===== config.mk =====
export PLATFORM = sky130hd
export DESIGN_NAME = adc_conversion_control
export DESIGN_NICKNAME = d
export VERILOG_FILES = /design/src/adc_ctrl_pkg.sv /design/src/adc_conversion_control.sv
export VERILOG_INCLUDE_DIRS = /design/src
export SDC_FILE = /design/constraint.sdc
export NUM_CORES = 1
export LEC_CHECK = 0
export BUFFER_PORTS_ARGS = -buffer_cell sky130_fd_sc_hd__buf_2
export CORE_ASPECT_RATIO = 1.25
export CORE_MARGIN = 1
export CORE_UTILIZATION = 47
export CTS_CLUSTER_DIAMETER = 120
export DETAILED_ROUTE_END_ITERATION = 16
export PLACE_DENSITY = 0.72
export SYNTH_ARGS = -nofsm -noshare
export SYNTH_HDL_FRONTEND = slang
export SYNTH_SLANG_ARGS = --single-unit

===== constraint.sdc =====
create_clock -name clk -period 4.5 [get_ports clk]
set_input_delay 0.9 -clock clk [delete_from_list [all_inputs] [get_ports clk]]
set_output_delay 0.9 -clock clk [all_outputs]
set_load 0.1 [all_outputs]

===== src/adc_ctrl_params.svh =====
// Register offsets, field positions and reset values of the converter control
`ifndef ADC_CTRL_PARAMS_SVH
`define ADC_CTRL_PARAMS_SVH

// Register offsets on the plain register port
`define REG_CTRL      4'h0
`define REG_DIV       4'h1
`define REG_CHSEL     4'h2
`define REG_CFG       4'h3
`define REG_STATUS    4'h4
`define REG_MASK      4'h5
`define REG_LIMIT_HI  4'h6
`define REG_LIMIT_LO  4'h7
`define REG_RESULT_HI 4'h8
`define REG_RESULT_LO 4'h9
`define REG_BND_FLAGS 4'hA
`define REG_CHANNEL   4'hB

// Control register fields
`define CTRL_EN       0
`define CTRL_MODE_LO  1
`define CTRL_MODE_HI  2
`define CTRL_RISE     3
`define CTRL_SCAN     4

// Configuration, status and mask fields
`define CFG_OUTSIDE   0
`define IRQ_DONE      0
`define IRQ_BND       1
`define STAT_BUSY     2

// Reset values
`define CTRL_RESET    8'h00
`define DIV_RESET     3'h7
`define CHSEL_RESET   8'h01
`define LIMIT_HI_RST  8'hFF
`define LIMIT_LO_RST  8'h00

`endif


===== src/adc_ctrl_pkg.sv =====
// Types shared by the converter control logic
package adc_ctrl_pkg;

	// Sequencer states, one-hot
	typedef enum logic [2:0]
	{
		ST_OFF  = 3'b001,
		ST_WAIT = 3'b010,
		ST_CONV = 3'b100
	} seq_state_t;

	// Start condition selection
	typedef enum logic [1:0]
	{
		START_NONE  = 2'b00,
		START_TIMER = 2'b01,
		START_NOW   = 2'b10,
		START_EDGE  = 2'b11
	} start_mode_t;

	// Progress reported by the analog converter core
	typedef struct packed
	{
		logic       msb4_valid; // Four MSBs settled
		logic       msb8_valid; // Eight MSBs settled
		logic       done;       // Whole result settled
		logic [9:0] result;     // Partial or final result
	} core_status_t;

	// Commands to the analog converter core
	typedef struct packed
	{
		logic       start;   // Begin one conversion
		logic       clk_en;  // Converter clock enable
		logic [2:0] channel; // Input being converted
	} core_cmd_t;

endpackage


===== src/adc_conversion_control.sv =====
// Converter control: start modes, single-step scan, boundary limits, clock divider, power modes
//
// The address-and-strobe port and the register addresses were chosen for this implementation.
`timescale 1ns/1ps
`include "adc_ctrl_params.svh"

module adc_conversion_control
(
	input  wire logic                       clk,                    // 200 MHz clock
	input  wire logic                       srst,                   // Synchronous reset
	input  wire logic [3:0]                 reg_addr,               // Register address
	input  wire logic [7:0]                 reg_wdata,              // Write data
	input  wire logic                       reg_wr,                 // Write strobe
	input  wire logic                       reg_rd,                 // Read strobe
	output logic [7:0]                      reg_rdata,              // Read data, cycle after strobe
	input  wire logic                       timer0_overflow,        // Timer 0 overflow pulse
	input  wire logic                       conversion_trigger_pin, // Trigger pin level
	input  wire logic                       idle_mode,              // Device in idle
	input  wire logic                       power_down,             // Power-down or total power-down
	input  wire adc_ctrl_pkg::core_status_t core_status,            // From converter core
	output adc_ctrl_pkg::core_cmd_t         core_cmd,               // To converter core
	output logic                            irq,                    // Level interrupt
	output logic                            wake                    // Idle exit request
);
	import adc_ctrl_pkg::*;

	logic [7:0]  ctrl;
	logic [2:0]  div_sel;
	logic [7:0]  chsel;
	logic [7:0]  cfg;
	logic [1:0]  status;
	logic [1:0]  mask;
	logic [7:0]  limit_hi;
	logic [7:0]  limit_lo;
	logic [9:0]  result;
	logic [7:0]  boundary_channel_flags;
	logic [2:0]  channel;
	logic [2:0]  scan_ptr;
	logic [2:0]  div_cnt;
	logic        div_tick;
	logic        trig_prev;
	logic        early_hit;
	logic        start_now;
	logic        start_evt;
	logic        edge_evt;
	logic        bnd_hit;
	logic        rd_status;
	logic        rd_flags;
	seq_state_t  state;
	seq_state_t  next_state;
	start_mode_t mode;

	assign mode      = start_mode_t'(ctrl[`CTRL_MODE_HI:`CTRL_MODE_LO]);
	assign rd_status = reg_rd && (reg_addr == `REG_STATUS);
	assign rd_flags  = reg_rd && (reg_addr == `REG_BND_FLAGS);

	// First selected channel at or after a starting point
	function automatic logic [2:0] pick_channel(input logic [7:0] sel, input logic [2:0] from);
		logic [2:0] c;
		logic       found;
		logic [2:0] idx;
		c     = from;
		found = 1'b0;
		for (int i = 0; i < 8; i++)
		begin
			idx = from + 3'(i);
			if (!found && sel[idx])
			begin
				c     = idx;
				found = 1'b1;
			end
		end
		return c;
	endfunction

	// Software-written registers
	always_ff @(posedge clk)
	begin
		if (srst)
		begin
			ctrl     <= `CTRL_RESET;
			div_sel  <= `DIV_RESET;
			chsel    <= `CHSEL_RESET;
			cfg      <= 8'h00;
			mask     <= 2'h0;
			limit_hi <= `LIMIT_HI_RST;
			limit_lo <= `LIMIT_LO_RST;
		end
		else if (reg_wr)
		begin
			case (reg_addr)
				`REG_CTRL:     ctrl     <= reg_wdata;
				`REG_DIV:      div_sel  <= reg_wdata[2:0];
				`REG_CHSEL:    chsel    <= reg_wdata;
				`REG_CFG:      cfg      <= reg_wdata;
				`REG_MASK:     mask     <= reg_wdata[1:0];
				`REG_LIMIT_HI: limit_hi <= reg_wdata;
				`REG_LIMIT_LO: limit_lo <= reg_wdata;
				default:       ;
			endcase
		end
	end

	// Writing the immediate mode starts one conversion; held while the sequencer steps out of OFF
	always_ff @(posedge clk)
	begin
		if (srst)
			start_now <= 1'b0;
		else
			start_now <= (reg_wr && (reg_addr == `REG_CTRL) && reg_wdata[`CTRL_EN]
				&& (reg_wdata[`CTRL_MODE_HI:`CTRL_MODE_LO] == START_NOW))
				|| (start_now && (state == ST_OFF) && ctrl[`CTRL_EN]); // Not lost on enable
	end

	// Trigger pin history; follows the pin through reset so no false edge follows it
	always_ff @(posedge clk)
	begin
		trig_prev <= conversion_trigger_pin;
	end

	// Chosen edge of the trigger pin
	assign edge_evt = ctrl[`CTRL_RISE] ? (conversion_trigger_pin && !trig_prev)
		: (!conversion_trigger_pin && trig_prev);

	// Start condition from the selected source
	always_comb
	begin
		case (mode)
			START_TIMER: start_evt = timer0_overflow;
			START_NOW:   start_evt = start_now;
			START_EDGE:  start_evt = edge_evt;
			default:     start_evt = 1'b0;
		endcase
	end

	// Sequencer: starts only taken while waiting, so triggers during a conversion are dropped
	always_comb
	begin
		case (state)
			ST_OFF:
				next_state = ctrl[`CTRL_EN] ? ST_WAIT : ST_OFF;
			ST_WAIT:
				if (!ctrl[`CTRL_EN])
					next_state = ST_OFF;
				else if (start_evt && (chsel != 8'h00) && !power_down)
					next_state = ST_CONV;
				else
					next_state = ST_WAIT;
			ST_CONV:
				if (!ctrl[`CTRL_EN])
					next_state = ST_OFF;
				else if (core_status.done && !power_down)
					next_state = ST_WAIT;
				else
					next_state = ST_CONV;
			default:
				next_state = ST_OFF;
		endcase
	end

	// Sequencer state
	always_ff @(posedge clk)
	begin
		if (srst)
			state <= ST_OFF;
		else
			state <= next_state;
	end

	// Channel selection and scan pointer
	always_ff @(posedge clk)
	begin
		if (srst)
		begin
			channel  <= 3'h0;
			scan_ptr <= 3'h0;
		end
		else if (!ctrl[`CTRL_SCAN] || (state == ST_OFF))
		begin
			scan_ptr <= 3'h0;
			if (state == ST_WAIT && next_state == ST_CONV)
				channel <= pick_channel(chsel, 3'h0);
		end
		else if (state == ST_WAIT && next_state == ST_CONV)
			channel <= pick_channel(chsel, scan_ptr);
		else if (state == ST_CONV && next_state == ST_WAIT)
			scan_ptr <= channel + 3'h1;
	end

	// Converter clock divider, frozen in power-down
	always_ff @(posedge clk)
	begin
		if (srst || state != ST_CONV)
			div_cnt <= 3'h0;
		else if (!power_down)
			div_cnt <= div_tick ? 3'h0 : div_cnt + 3'h1;
	end

	assign div_tick = (state == ST_CONV) && !power_down && (div_cnt == div_sel);

	// Core commands
	always_ff @(posedge clk)
	begin
		if (srst)
			core_cmd <= '0;
		else
		begin
			core_cmd.start   <= (state == ST_WAIT) && (next_state == ST_CONV);
			core_cmd.clk_en  <= div_tick;
			core_cmd.channel <= (state == ST_WAIT) ? pick_channel(chsel,
				ctrl[`CTRL_SCAN] ? scan_ptr : 3'h0) : channel;
		end
	end

	// Result capture
	always_ff @(posedge clk)
	begin
		if (srst)
			result <= 10'h000;
		else if (state == ST_CONV && core_status.done)
			result <= core_status.result;
	end

	// Boundary check: early four-MSB test in outside mode, then eight-MSB test
	always_comb
	begin
		bnd_hit = 1'b0;
		if (state == ST_CONV && mask[`IRQ_BND])
		begin
			if (core_status.msb4_valid && cfg[`CFG_OUTSIDE])
				bnd_hit = (core_status.result[9:6] > limit_hi[7:4])
					|| (core_status.result[9:6] < limit_lo[7:4]);
			else if (core_status.msb8_valid && !early_hit)
			begin
				if (cfg[`CFG_OUTSIDE])
					bnd_hit = (core_status.result[9:2] > limit_hi)
						|| (core_status.result[9:2] < limit_lo);
				else
					bnd_hit = (core_status.result[9:2] <= limit_hi)
						&& (core_status.result[9:2] >= limit_lo);
			end
		end
	end

	// One boundary hit per conversion
	always_ff @(posedge clk)
	begin
		if (srst || state != ST_CONV)
			early_hit <= 1'b0;
		else if (bnd_hit)
			early_hit <= 1'b1;
	end

	// Sticky status; an event in the clearing read cycle wins
	always_ff @(posedge clk)
	begin
		if (srst)
			status <= 2'h0;
		else
		begin
			status[`IRQ_DONE] <= (state == ST_CONV && core_status.done && !power_down)
				|| (status[`IRQ_DONE] && !rd_status);
			status[`IRQ_BND]  <= bnd_hit || (status[`IRQ_BND] && !rd_status);
		end
	end

	// Per-channel boundary flags
	genvar g;
	generate
		for (g = 0; g < 8; g++)
		begin : gen_flag
			always_ff @(posedge clk)
			begin
				if (srst)
					boundary_channel_flags[g] <= 1'b0;
				else
					boundary_channel_flags[g] <= (bnd_hit && channel == 3'(g))
						|| (boundary_channel_flags[g] && !rd_flags);
			end
		end
	endgenerate

	// Interrupt request and idle wake
	assign irq  = |(status & mask);
	assign wake = idle_mode && status[`IRQ_DONE] && mask[`IRQ_DONE];

	// Read data, one cycle after the strobe
	always_ff @(posedge clk)
	begin
		if (srst)
			reg_rdata <= 8'h00;
		else if (reg_rd)
		begin
			case (reg_addr)
				`REG_CTRL:      reg_rdata <= ctrl;
				`REG_DIV:       reg_rdata <= {5'h00, div_sel};
				`REG_CHSEL:     reg_rdata <= chsel;
				`REG_CFG:       reg_rdata <= cfg;
				`REG_STATUS:    reg_rdata <= {5'h00, state == ST_CONV, status};
				`REG_MASK:      reg_rdata <= {6'h00, mask};
				`REG_LIMIT_HI:  reg_rdata <= limit_hi;
				`REG_LIMIT_LO:  reg_rdata <= limit_lo;
				`REG_RESULT_HI: reg_rdata <= result[9:2];
				`REG_RESULT_LO: reg_rdata <= {6'h00, result[1:0]};
				`REG_BND_FLAGS: reg_rdata <= boundary_channel_flags;
				`REG_CHANNEL:   reg_rdata <= {5'h00, channel};
				default:        reg_rdata <= 8'h00;
			endcase
		end
		else
			reg_rdata <= 8'h00;
	end

	// Checks
	a_halt_after_done: assert property (@(posedge clk) disable iff (srst)
		(state == ST_CONV && core_status.done && !power_down && ctrl[`CTRL_EN]) |=> state == ST_WAIT)
		else $error("sequencer did not halt after conversion");
	a_only_selected: assert property (@(posedge clk) disable iff (srst)
		$rose(state == ST_CONV) |-> chsel[channel])
		else $error("unselected channel converted");
	a_timer_start: assert property (@(posedge clk) disable iff (srst)
		(state == ST_WAIT && mode == START_TIMER && timer0_overflow && ctrl[`CTRL_EN]
		&& chsel != 8'h00 && !power_down) |=> state == ST_CONV ##0 core_cmd.start)
		else $error("timer overflow did not start");
	a_ignore_busy: assert property (@(posedge clk) disable iff (srst)
		(state == ST_CONV && !core_status.done) |=> !core_cmd.start)
		else $error("start taken while converting");
	a_now_start: assert property (@(posedge clk) disable iff (srst)
		(reg_wr && reg_addr == `REG_CTRL && reg_wdata[2:0] == 3'h5 && state == ST_WAIT
		&& chsel != 8'h00 && !power_down && !timer0_overflow) |=> ##1 core_cmd.start)
		else $error("immediate mode did not start");
	a_edge_start: assert property (@(posedge clk) disable iff (srst)
		(state == ST_CONV && $past(state) == ST_CONV) |-> !core_cmd.start)
		else $error("edge restarted conversion");
	a_bnd_gated: assert property (@(posedge clk) disable iff (srst)
		(!mask[`IRQ_BND] && !status[`IRQ_BND]) |=> !status[`IRQ_BND])
		else $error("boundary flag set while disabled");
	a_early_hit: assert property (@(posedge clk) disable iff (srst)
		(state == ST_CONV && mask[`IRQ_BND] && cfg[`CFG_OUTSIDE] && core_status.msb4_valid
		&& core_status.result[9:6] > limit_hi[7:4]) |=> status[`IRQ_BND] && boundary_channel_flags[channel])
		else $error("early boundary hit missed");
	a_div_period: assert property (@(posedge clk) disable iff (srst)
		(div_tick && div_sel == 3'h2 && !power_down) |=> (!div_tick)[*2] ##1 (div_tick || power_down
		|| state != ST_CONV || $changed(div_sel)))
		else $error("divider period wrong");
	a_pd_frozen: assert property (@(posedge clk) disable iff (srst)
		power_down |=> !core_cmd.clk_en && !core_cmd.start)
		else $error("converter active in power-down");
	a_irq_level: assert property (@(posedge clk) disable iff (srst)
		(state == ST_CONV && core_status.done && !power_down && mask[`IRQ_DONE]
		&& !(reg_wr && reg_addr == `REG_MASK)) |=> irq)
		else $error("interrupt not raised");
	a_inside_hit: assert property (@(posedge clk) disable iff (srst)
		(state == ST_CONV && mask[`IRQ_BND] && !cfg[`CFG_OUTSIDE] && core_status.msb8_valid
		&& core_status.result[9:2] <= limit_hi && core_status.result[9:2] >= limit_lo) |=> status[`IRQ_BND])
		else $error("inside boundary hit missed");
	a_flag_channel: assert property (@(posedge clk) disable iff (srst)
		bnd_hit |=> boundary_channel_flags[channel])
		else $error("channel boundary flag not set");

endmodule


==> results.sh, run 1 <==
export IMPL_numCtsBuffers=9
export IMPL_clkSlewWorstSetupHoldPaths_ns=0.07
export IMPL_synth_warnings=0
export IMPL_io_pin_count=48
export IMPL_fillers=1326
export IMPL_async_flop_share_pct=0
export IMPL_synth_distinct_cells=69
export IMPL_antenna_found_initial=0
export IMPL_drt_pre_antenna_iters=5
export IMPL_num_rows=47
export IMPL_num_vias=5823
export IMPL_hpwl_mm=12.8
export IMPL_synth_top_area_share_pct=28.9
export IMPL_cts_tree="done"
export IMPL_min_period_ns=3.32
export IMPL_place_area_sq_um=6730
export IMPL_max_cap_violations=0
export IMPL_worstPathRequired_ns=4.71
export IMPL_hold_viol=0
export IMPL_end_kind="flip-flop"
export IMPL_critPathMaxFanout=18
export IMPL_numPortBuffers=47
export IMPL_rsz0062_at_grt="false"
export IMPL_cp_slowest_stage_delay_ns=0.57
export IMPL_post_cts_buffers=0
export IMPL_vias_per_cell=6.06
export IMPL_period_share_pct=73.8
export IMPL_hold_path_class="reg2reg"
export IMPL_r2r_start="scan_ptr[0]$_SDFFE_PP0P_"
export IMPL_track_usage_pct=25.5
export IMPL_ys_flop_type="dfxtp_1"
export IMPL_fin_util_pct=52.7
export IMPL_die_w_microns=107
export IMPL_startpoint="scan_ptr[0]$_SDFFE_PP0P_"
export IMPL_cts_resized_gates=0
export IMPL_grt_ovfl_total=0
export IMPL_synth_nets=834
export IMPL_ys_ff_latch=93
export IMPL_power_density_nw_per_um2=246
export IMPL_multi_input_area_sq_um=4220
export IMPL_path_cells="buf_4 -> inv_2 -> ha_1 -> mux4_2 -> mux2_2 -> nor2_1 -> o21ai_1 -> nor3_1 -> nor4_1 -> mux2i_1 -> o211ai_1"
export IMPL_outcome="finished clean"
export IMPL_wl_mm=17.4
export IMPL_irDropWorstVdd_mv=0.149
export IMPL_worstSetupPathType="reg2reg"
export IMPL_setup_viol=0
export IMPL_avgSynthCellArea_sq_um=8.35
export IMPL_route_detailed_drc=0
export IMPL_hold_buffers=0
export IMPL_crit_path_start_kind="flip-flop"
export IMPL_hold_start="result[8]$_SDFFE_PP0P_"
export IMPL_area_growth_pct=8.64
export IMPL_clk_path_buf_depth=2
export IMPL_synth_edf_count=0
export IMPL_ys_seq_area_share_pct=28.9
export IMPL_ff_latch_area_sq_um=1860
export IMPL_place_congestion=0.936
export IMPL_synth_area_sq_um=6450
export IMPL_crit_family="multiplexers"
export IMPL_fin_hold_ws_ns=0.456
export IMPL_fin_area_sq_um=7000
export IMPL_htree_levels=3
export IMPL_wl_per_cell_microns=18.1
export IMPL_crit_arrival_ns=3.53
export IMPL_postSynthCellCount=772
export IMPL_finalSetupTns_ns=0
export IMPL_crit_path_top_delay_cell="ha_1"
export IMPL_relSlewSlack_pct=25.7
export IMPL_ant_nets=0
export IMPL_clk_insertion_delay_late_ns=0.34
export IMPL_grt_max_degree=51
export IMPL_fmax_mhz=301
export IMPL_clock_sinks=93
export IMPL_root_buffer="clkbuf_16"
export IMPL_die_h_microns=133
export IMPL_drive_above_1_share_pct=14.1
export IMPL_p_leak_nw=2.76
export IMPL_yosys_area_top_type="dfxtp_1"
export IMPL_dieArea_sq_um=14200
export IMPL_diodes=0
export IMPL_grt_pass1_vias=5679
export IMPL_tightest_slew_ns=1.11
export IMPL_drt_iter0_drc=476
export IMPL_maxSlewViolCount=0
export IMPL_core_region_area_sq_um=13300
export IMPL_start_util_pct=48.5
export IMPL_finClkSkew_ns=0.00938
export IMPL_worst_path_buf_inv=2
export IMPL_grt_pass1_wl_mm=28.7
export IMPL_nets=847
export IMPL_yosys_top_cells_area="dfxtp_1, mux2i_1, mux4_2"
[worst register-to-register path, stage by stage (launching register included)]
cell and delay (ns):
dfxtp_1 0.40, buf_4 0.28, inv_2 0.11, ha_1 0.57, mux4_2 0.43, mux2_2 0.32
nor2_1 0.23, o21ai_1 0.16, nor3_1 0.34, nor4_1 0.09, mux2i_1 0.15, o211ai_1 0.10
[kinds of logic after synthesis]
| group | after synthesis | share of synthesized area (%) |
|---|---|---|
| adders and majority gates | 29 | 5.63 |
| AOI/OAI and AO/OA | 176 | 18.6 |
| muxes | 95 | 18.9 |
| DFF | 93 | 28.9 |
| and+or+nand+nor | 276 | 20.5 |
| xor gates and xnor gates | 11 | 1.73 |
| buffers and inverters | 92 | 5.74 |
[stage by stage]
step	power, mW	setup WS [ns]	cells
finish	1.72	1.18	961
global route	1.78	0.916	961
CTS	1.72	1.20	961
detailed placement	1.02	1.21	945
global placement	1.02	1.21	945
floorplan	0.968	1.20	772
[Yosys cell counts, types with 4 or more instances]
master	number
nor3_1	20
o31ai_1	4
o21ai_0	20
nand3b_1	8
mux2i_1	57
and2_1	5
nand2b_1	12
a211o_1	14
nand4_1	5
a21oi_1	47
o21a_1	8
a211oi_1	7
mux4_2	19
nor2b_1	12
a32oi_1	6
o22ai_1	4
a22oi_1	13
mux2_2	14
inv_1	39
nand3_1	22
a22o_1	9
ha_1	29
o21ai_1	6
buf_1	4
nor2_1	93
a31oi_1	8
xnor2_1	5
nand2_1	70
nor4_1	4
and3_1	12
dfxtp_1	93
xor2_1	4
clkbuf_1	40
o41ai_1	7
[flip-flops by register name, indices dropped and copies added, names as in the netlist, 5 cells and up]
| signal | count |
|---|---|
| boundary_channel_flags | 8 |
| ctrl | 8 |
| limit_hi | 8 |
| cfg | 8 |
| chsel | 8 |
| result | 10 |
| limit_lo | 8 |
| core_cmd | 5 |
| reg_rdata | 8 |
[where the power goes]
part           internal (mW)  switching, mW  total (mW)
sequential             0.831         0.0103       0.841
clock                  0.379          0.334       0.712
combinational         0.0597          0.107       0.166
total                   1.27          0.451        1.72
[per-layer routing]
layer	track usage (%)	up-vias	share of wire, %
met5	0	-	0
met3	3.69	41	4.7
met4	10.6	0	3.0
met1	31.1	2768	41
met2	44.3	194	51
li1	-	2820	-
[final timing paths]
check	end	slack [ns]	depth (start not counted)
max	channel[0]$_SDFFE_PP0P_	1.18	11
min	result[8]$_SDFFE_PP0P_	0.46	2
max reg2reg	channel[0]$_SDFFE_PP0P_	1.18	11
min reg2reg	result[8]$_SDFFE_PP0P_	0.46	2
[placed cells by master (no fill, tap or decap), drive strengths merged, types with 22 or more instances in the layout]
cell	count
a21oi	47
buf	53
dfxtp	93
ha	29
inv	43
mux2i	58
nand2	71
nand3	22
nor2	93
o21ai	26
[area by class of cell]
cell class | instances | share of cell area (%)
clock buffer | 10 | 3.27
timing repair buffer | 53 | 4.00
sequential | 93 | 26.6
multi-input combinational | 587 | 60.2
tap | 171 | 3.05
inverter | 41 | 2.23
clock inverter | 6 | 0.679
(Power assumes the default switching activity.)
==> inputs of run 2 (changes only) <==
Settings changed: ABC_AREA set to 1.
Clock period 4.5 ns to 3.1 ns, I/O delays scaled along.
==> run 2 against run 1 <==
  * Non-clock buffer count grew 9
  * Flip-flop and latch count is the same
  * Clock power grew 66%
  * Die area shrank 5.5%
  * Critical path type unchanged
  * Highest routed layer unchanged
==> results.sh, run 2 <==
export IMPL_synth_top_family_by_area="simple AND/OR/NAND/NOR gates"
export IMPL_track_usage_pct=26.0
export IMPL_maxSlewViolCount=0
export IMPL_clk_insertion_delay_late_ns=0.35
export IMPL_r2r_cells=15
export IMPL_vias_per_cell=5.47
export IMPL_async_flop_share_pct=0
export IMPL_grt_max_degree=30
export IMPL_critPathMaxFanout=9
export IMPL_synth_mux_area_share_pct=0
export IMPL_htree_levels=3
export IMPL_numPortBuffers=47
export IMPL_fmax_mhz=368
export IMPL_startpoint="ctrl[4]$_SDFFE_PP0P_"
export IMPL_wl_mm=17.2
export IMPL_outcome="finished clean"
export IMPL_fin_cells=1135
export IMPL_ant_nets=0
export IMPL_ys_ff_latch=93
export IMPL_worstPathRequired_ns=3.35
export IMPL_final_common_cell="nand2_1"
export IMPL_regMostFlops="result"
export IMPL_area_growth_pct=12.0
export IMPL_grt_pass1_wl_mm=27.8
export IMPL_hold_viol=0
export IMPL_drive_above_1_share_pct=13.2
export IMPL_start_util_pct=48.1
export IMPL_power_density_nw_per_um2=386
export IMPL_synthAdderAreaFrac_pct=5.96
export IMPL_relSlewSlack_pct=51.7
export IMPL_synth_simple_gate_area_share_pct=31.6
export IMPL_synth_distinct_cells=43
export IMPL_end_kind="flip-flop"
export IMPL_synthXorXnorAreaFrac_pct=1.27
export IMPL_synth_edf_count=0
export IMPL_clock_sinks=93
export IMPL_yosys_top_cells_area="dfxtp_1, nand2_1, a21oi_1"
export IMPL_irDropWorstVdd_mv=0.290
export IMPL_grt_ovfl_total=0
export IMPL_crit_path_start_kind="flip-flop"
export IMPL_crit_arrival_ns=2.97
export IMPL_r2r_setup_slack_ns=0.38
export IMPL_period_share_pct=87.6
export IMPL_avgSynthCellArea_sq_um=6.67
export IMPL_timing_rr_end="core_cmd[0]$_SDFF_PP0_"
export IMPL_cts_resized_gates=0
export IMPL_num_vias=6205
export IMPL_postSynthCellCount=913
export IMPL_synth_top_area_share_pct=30.6
export IMPL_core_region_area_sq_um=12700
export IMPL_die_h_microns=129
export IMPL_drt_pre_antenna_iters=5
export IMPL_finalSetupTns_ns=0
export IMPL_synth_common_cells="nand2_1, inv_1, dfxtp_1, a21oi_1, nand3_1"
export IMPL_post_cts_buffers=0
export IMPL_fillers=1267
export IMPL_rsz0062_at_grt="false"
export IMPL_nets=1025
export IMPL_root_buffer="clkbuf_16"
export IMPL_num_rows=46
export IMPL_ys_flop_type="dfxtp_1"
export IMPL_largest_reg_flops=10
export IMPL_tightest_slew_ns=0.723
export IMPL_synth_warnings=0
export IMPL_crit_end="core_cmd[0]$_SDFF_PP0_"
export IMPL_max_cap_violations=0
export IMPL_die_w_microns=104
export IMPL_fin_util_pct=53.9
export IMPL_diodes=0
export IMPL_hold_buffers=0
export IMPL_numCtsBuffers=9
export IMPL_hold_path_class="in2reg"
export IMPL_setup_viol=0
export IMPL_ys_seq_area_share_pct=30.6
export IMPL_finClkSkew_ns=0.00734
export IMPL_route_detailed_drc=0
export IMPL_wl_per_cell_microns=15.1
export IMPL_antenna_found_initial=0
export IMPL_synth_area_sq_um=6090
export IMPL_clkSlewWorstSetupHoldPaths_ns=0.07
export IMPL_drt_iter0_drc=434
export IMPL_p_leak_nw=3.00
export IMPL_worstSetupPathType="reg2reg"
export IMPL_cts_tree="done"
export IMPL_grt_pass1_vias=5817
export IMPL_io_pin_count=48
export IMPL_synth_most_common_cell="nand2_1"
export IMPL_synth_nets=975
export IMPL_dp_cells=1120
export IMPL_r2r_start="ctrl[4]$_SDFFE_PP0P_"
export IMPL_hpwl_mm=13.4
export IMPL_yosys_area_top_type="dfxtp_1"
export IMPL_dieArea_sq_um=13400
export IMPL_finalPower_mw=2.63
export IMPL_final_cell_mix="nand2_1, inv_1, dfxtp_1"
export IMPL_synth_compound_area_share_pct=20.2
export IMPL_clk_path_buf_depth=2
export IMPL_place_congestion=0.968
export IMPL_min_period_ns=2.72
## run 2: cell types whose count changed in the layout (fill, tap and decap cells not counted), sizes merged, moves of 14 or more
cell,before,now
a211o,14,0
a21oi,47,93
inv,43,129
mux2,18,0
mux2i,58,0
mux4,19,0
nand2,71,207
nand3,22,104
nor2,93,70
o21ai,26,80
## run 2: logic make-up (layout without fill, tap and decap cells)
group | after synthesis | after routing
xor gates and xnor gates | 8 | 8
buffers and inverters | 154 | 208
and+or+nand+nor | 408 | 408
adders and majority gates | 29 | 29
DFF | 93 | 93
AOI/OAI and AO/OA | 221 | 221
## run 2: worst min path at each step
| stage | depth (start not counted) | slack [ns] | startpoint | end |
|---|---|---|---|---|
| finish | 1 | 0.40 | conversion_trigger_pin | trig_prev$_DFF_P_ |
| global route | 1 | 0.40 | conversion_trigger_pin | trig_prev$_DFF_P_ |
| CTS | 1 | 0.40 | conversion_trigger_pin | trig_prev$_DFF_P_ |
| detailed placement | 2 | 0.44 | result[5]$_SDFFE_PP0P_ | result[5]$_SDFFE_PP0P_ |
| global placement | 2 | 0.44 | result[5]$_SDFFE_PP0P_ | result[5]$_SDFFE_PP0P_ |
| floorplan | 2 | 0.42 | result[3]$_SDFFE_PP0P_ | result[3]$_SDFFE_PP0P_ |
## run 2: power by group
group	leakage (nW)	internal (mW)	total (mW)	switching (mW)
clock network	0.152	0.723	1.18	0.456
registers	0.752	1.21	1.22	0.0135
logic	2.09	0.0700	0.226	0.156
## run 2: cell type report
cell class                      count  area (sq um)  area share, %
Multi-Input combinational cell    666          3590           52.7
Sequential cell                    93          1860           27.3
Inverter                          131           492           7.21
Timing Repair Buffer               62           348           5.10
Clock buffer                       11           243           3.56
Tap cell                          168           210           3.08
Clock inverter                      4          72.6           1.06
## run 2: per-layer routing
layer  global-route usage [%]  vias to the layer above  wire [microns]
li1                         -                     3158               -
met1                     29.6                     2815            7070
met2                     48.5                      191            8690
met3                     3.07                       41             801
met4                     12.4                        0             593
met5                        0                        -               0
## run 2: worst max-delay path: stages (launching register included)
cell	delay, ns
dfxtp_1	0.52
nand2_2	0.22
ha_1	0.44
inv_1	0.20
nand3_1	0.13
nand3_1	0.11
nand2_2	0.08
nor2_2	0.13
nand4_1	0.10
nor2_1	0.19
inv_1	0.07
nand3_1	0.10
xor2_1	0.16
nand2_1	0.06
nand2_1	0.07
inv_1	0.04
## run 2: metrics by stage
stage / hold WS (ns) / area [sq um] / worst slack [ns]
after detailed placement: 0.443 / 6500 / 0.415
after global placement: 0.438 / 6500 / 0.495
after floorplan: 0.423 / 6090 / 0.563
after global routing: 0.401 / 6820 / 0.150
final: 0.398 / 6820 / 0.383
after CTS: 0.402 / 6820 / 0.404
==> inputs of run 3 (changes only) <==
Settings changed: PLACE_DENSITY 0.72 to 0.74.
Clock period 3.1 ns to 2.31 ns, I/O delays scaled along.
==> run 3 against run 2 <==
  * Non-clock buffer count rose by 23
  * Maximum frequency grew 24%
  * Core utilization rose by 2.2 points
  * Sequential share of layout area decreased by 0.92 points
  * Combinational power is 40% higher
  * Total power rose by 29%
  * Count of clock-buffer cells in the layout rose by 2
==> results.sh, run 3 (synthesis gave the netlist of run 2 again) <==
export IMPL_crit_path_start_kind="flip-flop"
export IMPL_fin_hold_ws_ns=0.235
export IMPL_numPortBuffers=47
export IMPL_place_congestion=0.938
export IMPL_outcome="finished clean"
export IMPL_start_util_pct=48.1
export IMPL_setup_viol=0
export IMPL_drt_iter0_drc=359
export IMPL_io_pin_count=48
export IMPL_dieArea_sq_um=13400
export IMPL_grt_pass1_vias=5889
export IMPL_max_cap_violations=0
export IMPL_root_buffer="clkbuf_16"
export IMPL_num_rows=46
export IMPL_switchingPower_mw=0.829
export IMPL_grt_max_degree=34
export IMPL_power_density_nw_per_um2=477
export IMPL_crit_arrival_ns=2.41
export IMPL_num_vias=6280
export IMPL_relSlewSlack_pct=57.5
export IMPL_die_h_microns=129
export IMPL_swShare_pct=24.5
export IMPL_timing_hold_worst_endpoint="trig_prev$_DFF_P_"
export IMPL_track_usage_pct=26.5
export IMPL_period_share_pct=94.5
export IMPL_grt_pass1_wl_mm=28.2
export IMPL_diodes=0
export IMPL_area_growth_pct=16.6
export IMPL_die_w_microns=104
export IMPL_hold_buffers=0
export IMPL_irDropWorstVdd_mv=0.410
export IMPL_core_region_area_sq_um=12700
export IMPL_htree_levels=3
export IMPL_clkSlewWorstSetupHoldPaths_ns=0.06
export IMPL_route_detailed_drc=0
export IMPL_rsz0062_at_grt="true"
export IMPL_wl_mm=17.4
export IMPL_hold_start="conversion_trigger_pin"
export IMPL_final_common_cell="nand2_1"
export IMPL_r2r_setup_slack_ns=0.13
export IMPL_clock_sinks=93
export IMPL_min_period_ns=2.18
export IMPL_clk_insertion_delay_late_ns=0.34
export IMPL_min_path_cells=1
export IMPL_power_frac_clock_pct=42.3
export IMPL_largest_reg_flops=10
export IMPL_finClkSkew_ns=0.00706
export IMPL_clk_path_buf_depth=2
export IMPL_layout_setup_ws_ns=0.128
export IMPL_place_area_sq_um=6690
export IMPL_p_leak_nw=3.11
export IMPL_combPwrFrac_pct=9.3
export IMPL_fin_area_sq_um=7100
export IMPL_numCtsBuffers=9
export IMPL_nets=1048
export IMPL_cts_tree="done"
export IMPL_r2r_cells=16
export IMPL_r2r_start="ctrl[4]$_SDFFE_PP0P_"
export IMPL_vias_per_cell=5.42
export IMPL_wl_per_cell_microns=15.0
export IMPL_tightest_slew_ns=0.635
export IMPL_critPathMaxFanout=8
export IMPL_finalPower_mw=3.39
export IMPL_drt_pre_antenna_iters=6
export IMPL_maxSlewViolCount=0
export IMPL_timing_rr_end="core_cmd[1]$_SDFF_PP0_"
export IMPL_p_seq_share_pct=48.4
export IMPL_ant_nets=0
export IMPL_hold_path_class="in2reg"
export IMPL_end_kind="flip-flop"
export IMPL_fmax_mhz=458
export IMPL_final_cell_mix="nand2_1, inv_1, dfxtp_1"
export IMPL_drive_above_1_share_pct=17.0
export IMPL_p_int_mw=2.56
export IMPL_fin_util_pct=56.0
export IMPL_hpwl_mm=13.6
export IMPL_worstSetupPathType="reg2reg"
export IMPL_worstPathRequired_ns=2.54
export IMPL_dp_slack_ns=-0.00929
export IMPL_hold_viol=0
export IMPL_regMostFlops="result"
export IMPL_grt_ovfl_total=0
export IMPL_antenna_found_initial=0
run 3: cell types whose count changed in the layout (fill, tap and decap cells not counted), moves of 3 or more:
cell,previous run,this run
a21oi_1,91,88
dfxtp_1,93,89
clkbuf_1,1,4
buf_4,15,34
ha_1,29,25
inv_1,120,116
a21oi_2,2,5
ha_4,0,3
run 3: worst max path at each step:
| stage | start | endpoint | slack (ns) | cells after the start |
|---|---|---|---|---|
| 6_report | ctrl[4]$_SDFFE_PP0P_ | core_cmd[1]$_SDFF_PP0_ | 0.13 | 16 |
| 5_1_grt | scan_ptr[0]$_SDFFE_PP0P_ | channel[1]$_SDFFE_PP0P_ | -0.05 | 15 |
| 4_1_cts | scan_ptr[0]$_SDFFE_PP0P_ | core_cmd[0]$_SDFF_PP0_ | 0.0005 | 15 |
| 3_5_place_dp | ctrl[4]$_SDFFE_PP0P_ | core_cmd[0]$_SDFF_PP0_ | -0.009 | 15 |
| 3_3_place_gp | ctrl[4]$_SDFFE_PP0P_ | core_cmd[0]$_SDFF_PP0_ | -0.009 | 15 |
| 2_1_floorplan | ctrl[4]$_SDFFE_PP0P_ | core_cmd[0]$_SDFF_PP0_ | -0.02 | 18 |
run 3: timing repair:
action                     in CTS  in global routing
gates resized for setup         1                 28
gates cloned                    0                  0
pin swaps                       0                  7
buffers inserted                0                  1
setup endpoints to repair       1                  6
run 3: final cells by class:
| type | instances | area [sq um] |
|---|---|---|
| clock buffers | 13 | 240 |
| clock inverters | 2 | 35.0 |
| fillers | 1225 | 5570 |
| inverters | 131 | 498 |
| multi-input cells | 666 | 3690 |
| flip-flops and latches | 93 | 1870 |
| well taps | 168 | 210 |
| repair buffers | 85 | 553 |
run 3: layer usage:
metal | vias to the layer above | global-route usage [%] | wire length [microns]
met1 | 2851 | 30.1 | 7180
li1 | 3209 | - | -
met4 | 0 | 11.5 | 606
met5 | - | 0 | 0
met3 | 43 | 3.37 | 764
met2 | 177 | 50.1 | 8860
run 3: through the flow:
| step | TNS (ns) | std cells |
|---|---|---|
| finish | 0 | 1158 |
| CTS | 0 | 1157 |
| global placement | -0.00925 | 1142 |
| detailed placement | -0.00929 | 1142 |
| floorplan | -0.0200 | 913 |
| global route | -0.0973 | 1158 |
run 3: critical path, cell delays in order, from the launching register on:
cell and delay (ns):
dfxtp_4 0.37, nand2_4 0.08, buf_6 0.13, inv_2 0.04
ha_2 0.18, inv_1 0.07, nand2_1 0.06, nand2_2 0.07
nand3_1 0.09, nand2_2 0.14, nand2_1 0.10, o21ai_0 0.15
nor2_1 0.06, o21ai_0 0.25, nor2_1 0.08, o21ai_1 0.13
a21oi_1 0.07
run 3: power by group through the flow:
stage / clock (mW) / sequential, mW / combinational [mW]
2_1_floorplan: 0 / 1.69 / 0.174
3_3_place_gp: 0 / 1.68 / 0.307
3_5_place_dp: 0 / 1.68 / 0.310
4_1_cts: 1.45 / 1.64 / 0.312
5_1_grt: 1.50 / 1.64 / 0.351
6_report: 1.43 / 1.64 / 0.316
